[config.mk]
export PLATFORM = sky130hd
export DESIGN_NAME = esc_classifier
export DESIGN_NICKNAME = d
export VERILOG_FILES = /design/src/verilog/esc_pkg.sv /design/src/verilog/esc_classifier.sv /design/src/verilog/esc_classify.sv
export SDC_FILE = /design/constraint.sdc
export NUM_CORES = 1
export LEC_CHECK = 0
export ABC_AREA = 1
export BUFFER_PORTS_ARGS = -buffer_cell sky130_fd_sc_hd__buf_4
export CORE_MARGIN = 2
export CORE_UTILIZATION = 35
export CTS_CLUSTER_DIAMETER = 30
export CTS_CLUSTER_SIZE = 30
export DETAILED_ROUTE_END_ITERATION = 10
export GPL_TIMING_DRIVEN = 0
export PLACE_DENSITY = 0.66
export SYNTH_ARGS = -nofsm -noshare
export SYNTH_HDL_FRONTEND = slang
export SYNTH_SLANG_ARGS = --single-unit
[constraint.sdc]
create_clock -name clk_in -period 5.2 [get_ports clk_in]
set_input_delay 1.04 -clock clk_in [delete_from_list [all_inputs] [get_ports clk_in]]
set_output_delay 1.04 -clock clk_in [all_outputs]
set_load 0.1 [all_outputs]
[src/verilog/esc_pkg.sv]
// Purpose: Shared types and constants for the error state classifier.
// Assumes: One core clock; all pending conditions are system error
//          interrupt conditions aimed at this processing element.
// Notes:   State codes are the values placed in the syndrome state field.
package esc_pkg;

	// Default sizes
	localparam int ESC_SLOTS  = 4;
	localparam int ESC_IMPL_W = 16;

	// Recorded processing element error states
	typedef enum logic [2:0] {
		ESC_ST_UNCAT   = 3'h0,
		ESC_ST_IMPL    = 3'h1,
		ESC_ST_UNCONT  = 3'h2,
		ESC_ST_UNREC   = 3'h3,
		ESC_ST_RECOV   = 3'h4,
		ESC_ST_RESTART = 3'h5,
		ESC_ST_CORR    = 3'h6
	} esc_state_t;

	// Severity ranks used when conditions are merged
	localparam logic [2:0] ESC_RANK_CORR    = 3'h0;
	localparam logic [2:0] ESC_RANK_RESTART = 3'h1;
	localparam logic [2:0] ESC_RANK_RECOV   = 3'h2;
	localparam logic [2:0] ESC_RANK_UNREC   = 3'h3;
	localparam logic [2:0] ESC_RANK_UNCONT  = 3'h4;

	// One incoming error condition, as seen by this processing element
	typedef struct packed {
		logic                  silent;       // Silently propagated
		logic                  corrected;    // Error was corrected
		logic                  resumable;    // Resume at return address
		logic                  needs_repair; // Must locate and repair
		logic                  synced;       // Synchronized by sync events
		logic                  async_exc;    // Taken asynchronously
		logic                  to_64;        // Taken to the 64-bit state
		logic                  sev_valid;    // Response carries severity
		logic                  sev_uncont;   // Severity says uncontainable
		logic [ESC_IMPL_W-1:0] impl_info;    // Implementation syndrome
	} esc_err_t;

	// Static elective reporting choices
	typedef struct packed {
		logic elect_uncat;
		logic elect_impl;
		logic use_severity;
		logic merge_en;
	} esc_cfg_t;

	// Syndrome of one taken exception
	typedef struct packed {
		esc_state_t            state;
		logic                  to_64;
		logic [ESC_IMPL_W-1:0] impl_info;
	} esc_syn_t;

	localparam esc_syn_t ESC_SYN_RESET = '0;

	// Severity rank of a plain state; elective states are handled apart
	function automatic logic [2:0] esc_rank(input esc_state_t st);
		logic [2:0] r;
		r = ESC_RANK_UNCONT;
		unique case (st)
			ESC_ST_CORR:    r = ESC_RANK_CORR;
			ESC_ST_RESTART: r = ESC_RANK_RESTART;
			ESC_ST_RECOV:   r = ESC_RANK_RECOV;
			ESC_ST_UNREC:   r = ESC_RANK_UNREC;
			default:        r = ESC_RANK_UNCONT;
		endcase
		return r;
	endfunction

endpackage
[src/verilog/esc_classifier.sv]
// Purpose: Record, hold and take pending system error interrupt
//          conditions, merging them into one syndrome when enabled.
// Assumes: Configuration is static while conditions are pending.
// Notes:   Selection order is lowest slot first; full slots drop input.
`timescale 1ns/1ps
`default_nettype none

// Function
// - Corrected only for resumable wide corrected errors
// - Uncategorized when elected for wide async
// - Implementation syndrome when elected for wide async
// - Implementation content carried into syndrome only for the implementation state
// - Elective legacy states default off
// - Carried severity may raise to uncontainable
// - State uses only processing element condition
// - Pending conditions selected in any order
// - Merging pending conditions is configurable
// - Merged implementation syndrome gives implementation content
// - Other merges record the combined severity
// - Conditions not merged stay pending
// - Narrow state records only four states
// - Corrected outside wide interrupt becomes restartable
module esc_classifier #(
	parameter int SLOTS  = esc_pkg::ESC_SLOTS,
	parameter int IMPL_W = esc_pkg::ESC_IMPL_W
) (
	// Clock, reset, enable
	input  wire  logic              clk_in,
	input  wire  logic              reset_n_in,
	input  wire  logic              ce_in,
	// Static configuration
	input  wire  esc_pkg::esc_cfg_t cfg_in,
	// Incoming error condition
	input  wire  logic              err_valid_in,
	input  wire  esc_pkg::esc_err_t err_in,
	// Exception take request
	input  wire  logic              take_in,
	// Taken exception
	output logic                    exc_valid_out,
	output esc_pkg::esc_syn_t       exc_syn_out,
	output logic [SLOTS-1:0]        exc_mask_out,
	// Pending view
	output logic [SLOTS-1:0]        pending_out,
	output logic                    lost_out
);
	import esc_pkg::*;

	// Per slot storage
	logic [SLOTS-1:0]  valid_reg;
	logic [SLOTS-1:0]  valid_next;
	esc_syn_t          slot_reg  [SLOTS];
	esc_syn_t          slot_next [SLOTS];

	// Output registers
	logic              exc_valid_reg;
	logic              exc_valid_next;
	esc_syn_t          exc_syn_reg;
	esc_syn_t          exc_syn_next;
	logic [SLOTS-1:0]  exc_mask_reg;
	logic [SLOTS-1:0]  exc_mask_next;
	logic              lost_reg;
	logic              lost_next;

	// Classification and selection
	esc_state_t        new_state;
	logic [SLOTS-1:0]  free_pick;
	logic [SLOTS-1:0]  take_pick;
	logic [SLOTS-1:0]  take_mask;
	logic [SLOTS-1:0]  alloc;
	logic              take_go;
	logic              sel_64;
	esc_syn_t          merged;

	// Lowest set bit as a one-hot mask
	function automatic logic [SLOTS-1:0] first_set(
		input logic [SLOTS-1:0] m
	);
		logic [SLOTS-1:0] r;
		logic             seen;
		r = '0;
		seen = 1'b0;
		for (int i = 0; i < SLOTS; i++) begin
			if (m[i] & ~seen) begin
				r[i] = 1'b1;
				seen = 1'b1;
			end
		end
		return r;
	endfunction

	// Classification depends only on the condition and static choices
	esc_classify u_classify (
		.err_in    (err_in),
		.cfg_in    (cfg_in),
		.state_out (new_state)
	);

	// Slot allocation and selection
	always_comb begin
		free_pick = first_set(~valid_reg);
		alloc = err_valid_in ? free_pick : '0;
		lost_next = err_valid_in & ~(|free_pick);
		take_go = take_in & (|valid_reg);
		// Lowest slot first; no relative priority is required
		take_pick = first_set(valid_reg);
		sel_64 = 1'b0;
		for (int i = 0; i < SLOTS; i++) begin
			if (take_pick[i]) begin
				sel_64 = slot_reg[i].to_64;
			end
		end
		take_mask = take_pick;
		if (cfg_in.merge_en) begin
			// Merge only conditions aimed at the same state width
			for (int i = 0; i < SLOTS; i++) begin
				take_mask[i] = valid_reg[i]
					& (slot_reg[i].to_64 == sel_64);
			end
		end
		if (~take_go) begin
			take_mask = '0;
		end
	end

	// Combine the selected conditions into one syndrome
	always_comb begin
		logic       any_impl;
		logic       any_uncat;
		logic [2:0] best_rank;
		logic [2:0] cur_rank;
		esc_state_t best_state;
		logic [IMPL_W-1:0] info;
		any_impl = 1'b0;
		any_uncat = 1'b0;
		best_rank = ESC_RANK_CORR;
		best_state = ESC_ST_CORR;
		info = '0;
		cur_rank = ESC_RANK_CORR;
		for (int i = 0; i < SLOTS; i++) begin
			if (take_mask[i]) begin
				info = info | slot_reg[i].impl_info;
				cur_rank = esc_rank(slot_reg[i].state);
				if (slot_reg[i].state == ESC_ST_IMPL) begin
					any_impl = 1'b1;
				end else if (slot_reg[i].state == ESC_ST_UNCAT) begin
					any_uncat = 1'b1;
				end else if (cur_rank >= best_rank) begin
					best_rank = cur_rank;
					best_state = slot_reg[i].state;
				end
			end
		end
		merged = ESC_SYN_RESET;
		merged.to_64 = sel_64;
		merged.impl_info = info;
		if (sel_64 & any_impl) begin
			merged.state = ESC_ST_IMPL;
		end else if (sel_64 & any_uncat) begin
			// Unknown content outranks every graded state
			merged.state = ESC_ST_UNCAT;
		end else begin
			merged.state = best_state;
		end
		if (merged.state != ESC_ST_IMPL) begin
			// Extra content only travels with the implementation state
			merged.impl_info = '0;
		end
	end

	// Next state of slots and outputs
	always_comb begin
		// Freed slots are not reused in the same cycle, so set never
		// collides with clear
		valid_next = (valid_reg & ~take_mask) | alloc;
		for (int i = 0; i < SLOTS; i++) begin
			slot_next[i] = slot_reg[i];
			if (alloc[i]) begin
				slot_next[i].state = new_state;
				slot_next[i].to_64 = err_in.to_64;
				// Only the element's own view is kept
				slot_next[i].impl_info = err_in.impl_info;
			end
		end
		exc_valid_next = take_go;
		exc_mask_next = take_mask;
		exc_syn_next = take_go ? merged : exc_syn_reg;
	end

	// Registers
	always_ff @(posedge clk_in) begin
		if (!reset_n_in) begin
			valid_reg <= '0;
			for (int i = 0; i < SLOTS; i++) begin
				slot_reg[i] <= ESC_SYN_RESET;
			end
			exc_valid_reg <= 1'b0;
			exc_syn_reg <= ESC_SYN_RESET;
			exc_mask_reg <= '0;
			lost_reg <= 1'b0;
		end else if (ce_in) begin
			valid_reg <= valid_next;
			for (int i = 0; i < SLOTS; i++) begin
				slot_reg[i] <= slot_next[i];
			end
			exc_valid_reg <= exc_valid_next;
			exc_syn_reg <= exc_syn_next;
			exc_mask_reg <= exc_mask_next;
			lost_reg <= lost_next;
		end
	end

	assign exc_valid_out = exc_valid_reg;
	assign exc_syn_out = exc_syn_reg;
	assign exc_mask_out = exc_mask_reg;
	assign pending_out = valid_reg;
	assign lost_out = lost_reg;

endmodule

`default_nettype wire

[src/verilog/esc_classify.sv]
// Purpose: Classify one error condition into a recorded error state.
// Assumes: Purely combinational; caller registers the result.
// Notes:   Depends only on the condition and static configuration.
`timescale 1ns/1ps
`default_nettype none

module esc_classify (
	// Condition and configuration
	input  wire esc_pkg::esc_err_t err_in,
	input  wire esc_pkg::esc_cfg_t cfg_in,
	// Result
	output var  esc_pkg::esc_state_t state_out
);
	import esc_pkg::*;

	logic wide_async;
	logic sev_uc;

	always_comb begin
		wide_async = err_in.async_exc & err_in.to_64;
		// Optional use of carried severity; absent severity is ignored
		sev_uc = cfg_in.use_severity & err_in.sev_valid
			& err_in.sev_uncont;
		state_out = ESC_ST_RESTART;
		if (wide_async & cfg_in.elect_uncat) begin
			state_out = ESC_ST_UNCAT;
		end else if (wide_async & cfg_in.elect_impl) begin
			state_out = ESC_ST_IMPL;
		end else if (err_in.silent | sev_uc
			| (~err_in.resumable & ~err_in.synced)) begin
			state_out = ESC_ST_UNCONT;
		end else if (~err_in.resumable) begin
			state_out = ESC_ST_UNREC;
		end else if (err_in.needs_repair) begin
			state_out = ESC_ST_RECOV;
		end else if (err_in.corrected & err_in.to_64) begin
			state_out = ESC_ST_CORR;
		end else begin
			// Narrow state never sees corrected or elective states
			state_out = ESC_ST_RESTART;
		end
	end

endmodule

`default_nettype wire

==> metrics.txt <==
Final Max Tran Viols=0; DR vias/cell=5.09; mux cell area share after synthesis=0%; global-route wire length before repair=20.2 mm; Skew-Pair Late Insertion Delay=0.35 ns; GPL Wtd Cong=0.868; clock buffer depth=2; Hold Path End=exc_mask_out[2]$_SDFFE_PN0P_; CTS sink count=110; Tmin final=4.80 ns; Avg Cell Area, Syn=9.59 µm²; RR Endpoint=exc_syn_out[17]$_SDFFE_PN0P_; CTS tree=done; largest net degree at the start of global routing=22; Post-DRT Antenna Nets=0; Worst Hold Slack=0.477 ns; sequential area share after synthesis=57.7%; slowest CP cell=ha_1; DRC=0; Post-Synth Simple-Gate Area=23.5%; filler cell count=1418; worst clock skew=0.0138 ns; final setup fails=0; total power draw=1880 µW; Worst Tran Pin Value=1.04 ns; average routed wire per standard cell=15.3 µm; Syn. warnings=0; Synth Instances=543; final period utilization=92.4%; max reg flops=80; area share of the largest cell type after synthesis=46.1%; Critical Path Start Type=input pin; DIE HEIGHT=126 µm; Multi-input gate area=1940 µm²; Synth Cell Area=5210 µm²; Worst Hold Launch=exc_mask_out[2]$_SDFFE_PN0P_; hold crit path type=reg2reg; Clock H-tree levels=3; total CTS buffers=9; Synth area leaders=edfxtp_1, dfxtp_1, nand2_1, nand3_1, nor2_1; DR iter-0 viols=390; XOR/XNOR Fraction of Synth Area=0.168%; CTS Hold Bufs=0; CP endpoint kind=flip-flop; Clk pin slew, worst setup/hold paths=0.07 ns; initial antenna violation count=0; setup TNS=0 ns; max frequency=0.208 GHz; max-cap violations=0; die area=15900 µm²; Port Buffers=62; layout net count=667; largest family of logic cells by synthesized area=simple AND/OR/NAND/NOR gates; Core ar.=14500 µm²; Die X=126 µm; Tot GR Track Use=15.9%; area leader, netlist=edfxtp_1; adder-cell share of the synthesized area=2.16%; TritonRoute pass-1 iters=5; Syn Nets=586; Vias=4136; Hold Path Depth=2; GRT overflow=0; CP peak stage delay=0.34 ns; Worst R2R Path Depth=38; setup slack, reg-to-reg=0.47 ns; Detailed Place HPWL=8.83 mm; number of global-route vias before repair=4049; FF/Latch Area=3010 µm²; Initial Utilization=35.8%; Max IR drop VDD=202 µV; Cell Pwr Density=297 nW/µm²; share of cells above drive strength 1=22.4%; IO Count=64; WP data required=5.43 ns; Layout area overhead=21.4%; Synth Area in Compound Gates=10.6%; leakage=0.00259 µW; standard-cell rows=44; critical path data arrival time=5.03 ns; Max-slew headroom=30.3%; Placed Cells=789; n_diodes=0; WS Path Type=in2reg; RR Startpoint=pending_out[1]$_SDFFE_PN0P_; Finished Layout Cells=813; run status=complete, no violations; Critical Path Most Common Cell=nand2_1; Distinct cells, synth=33; CTS Root Buffer Type=clkbuf_16; register bit total from synthesis=110; Hold Fails Final Rpt=0; crit-path max FO=9; drt total wl=12.4 mm
==> placed cells by master, fill, tap and decap left out, types with 8 or more instances in the layout <==
cell and n:
ha_1 9, a21oi_1 30, a21oi_2 11, clkbuf_1 9
a22oi_1 15, nand3_1 50, inv_1 53, nand4_1 8
edfxtp_1 80, clkbuf_16 9, nand2_1 119, buf_4 71
o21ai_0 13, nand3_2 16, nor2_1 58, dfxtp_1 27
==> kinds of logic after synthesis <==
group           after synthesis
compound gates               83
fa+ha+maj                     9
flops                       110
simple gates                266
xor+xnor                      1
buf+inv                      74
==> cell usage after synthesis <==
master	number
nand2_1	120
o21a_1	2
clkbuf_1	9
xnor2_1	1
o21ai_2	1
nor3_1	7
a211oi_1	1
a22oi_1	15
nand2_4	1
ha_1	9
inv_2	2
nand2_2	1
nand3_2	16
nor2_1	58
clkinv_1	1
or2_2	1
edfxtp_1	80
a311oi_1	1
a21oi_1	31
nand4_1	8
inv_6	1
a21boi_4	2
inv_1	53
dfxtp_1	30
nand3_1	51
a21oi_4	1
buf_2	7
o211ai_1	3
nand3b_1	1
nor2_4	2
buf_12	1
a21oi_2	10
o21ai_0	16
==> worst max-delay path, delay by kind of cell <==
kind                     cells  cell delay [ns]
AND/OR/NAND/NOR             17             1.50
adder cells (fa/ha/maj)      3             0.84
buffers and inverters        8             0.63
AO/OA/AOI/OAI                9             1.03
==> cell type report <==
type,instances,share of cell area [%]
clock inverter,7,1.15
inverter,57,3.50
multi-input combinational,359,30.7
buffer,16,1.43
clock buffer,9,3.56
tap,184,3.64
timing repair buffer,71,8.43
sequential,110,47.6
==> metal layers <==
layer | vias to the layer above | part of all wire (%) | global-route usage [%]
met2 | 133 | 47 | 25.4
met1 | 1964 | 45 | 22.6
met5 | - | 0 | 0
li1 | 2021 | - | -
met4 | 0 | 1.4 | 4.72
met3 | 18 | 5.7 | 2.34
==> what timing repair did <==
item	in CTS	in global routing
gates resized for setup	1	15
setup buffers	1	8
setup endpoints to repair	3	3
pin swaps	1	6
gates cloned	0	0
==> how the worst max path moves through the flow <==
stage	startpoint	endpoint	slack, ns	cells after the start
floorplan	pending_out[3]$_SDFFE_PN0P_	exc_syn_out[17]$_SDFFE_PN0P_	0.02	36
global placement	take_in	exc_syn_out[17]$_SDFFE_PN0P_	-0.55	37
detailed placement	take_in	exc_syn_out[17]$_SDFFE_PN0P_	-0.66	37
CTS	take_in	exc_syn_out[17]$_SDFFE_PN0P_	0.02	37
global route	take_in	exc_syn_out[17]$_SDFFE_PN0P_	-0.005	37
finish	take_in	exc_syn_out[17]$_SDFFE_PN0P_	0.40	37
==> through the flow <==
step,instance area (µm²),setup slack [ns],util (%)
floorplan,5210,0.0211,-
global placement,5910,-0.553,40.6
detailed placement,5910,-0.656,40.6
CTS,6220,0.0215,42.8
global route,6320,-0.00461,43.5
finish,6320,0.397,43.5
==> where the power goes <==
part	switching (µW)	total (µW)	internal [µW]
sequential	24.1	1010	991
clock	339	681	342
combinational	122	180	58.6
Power figures use the tool's default switching activity.
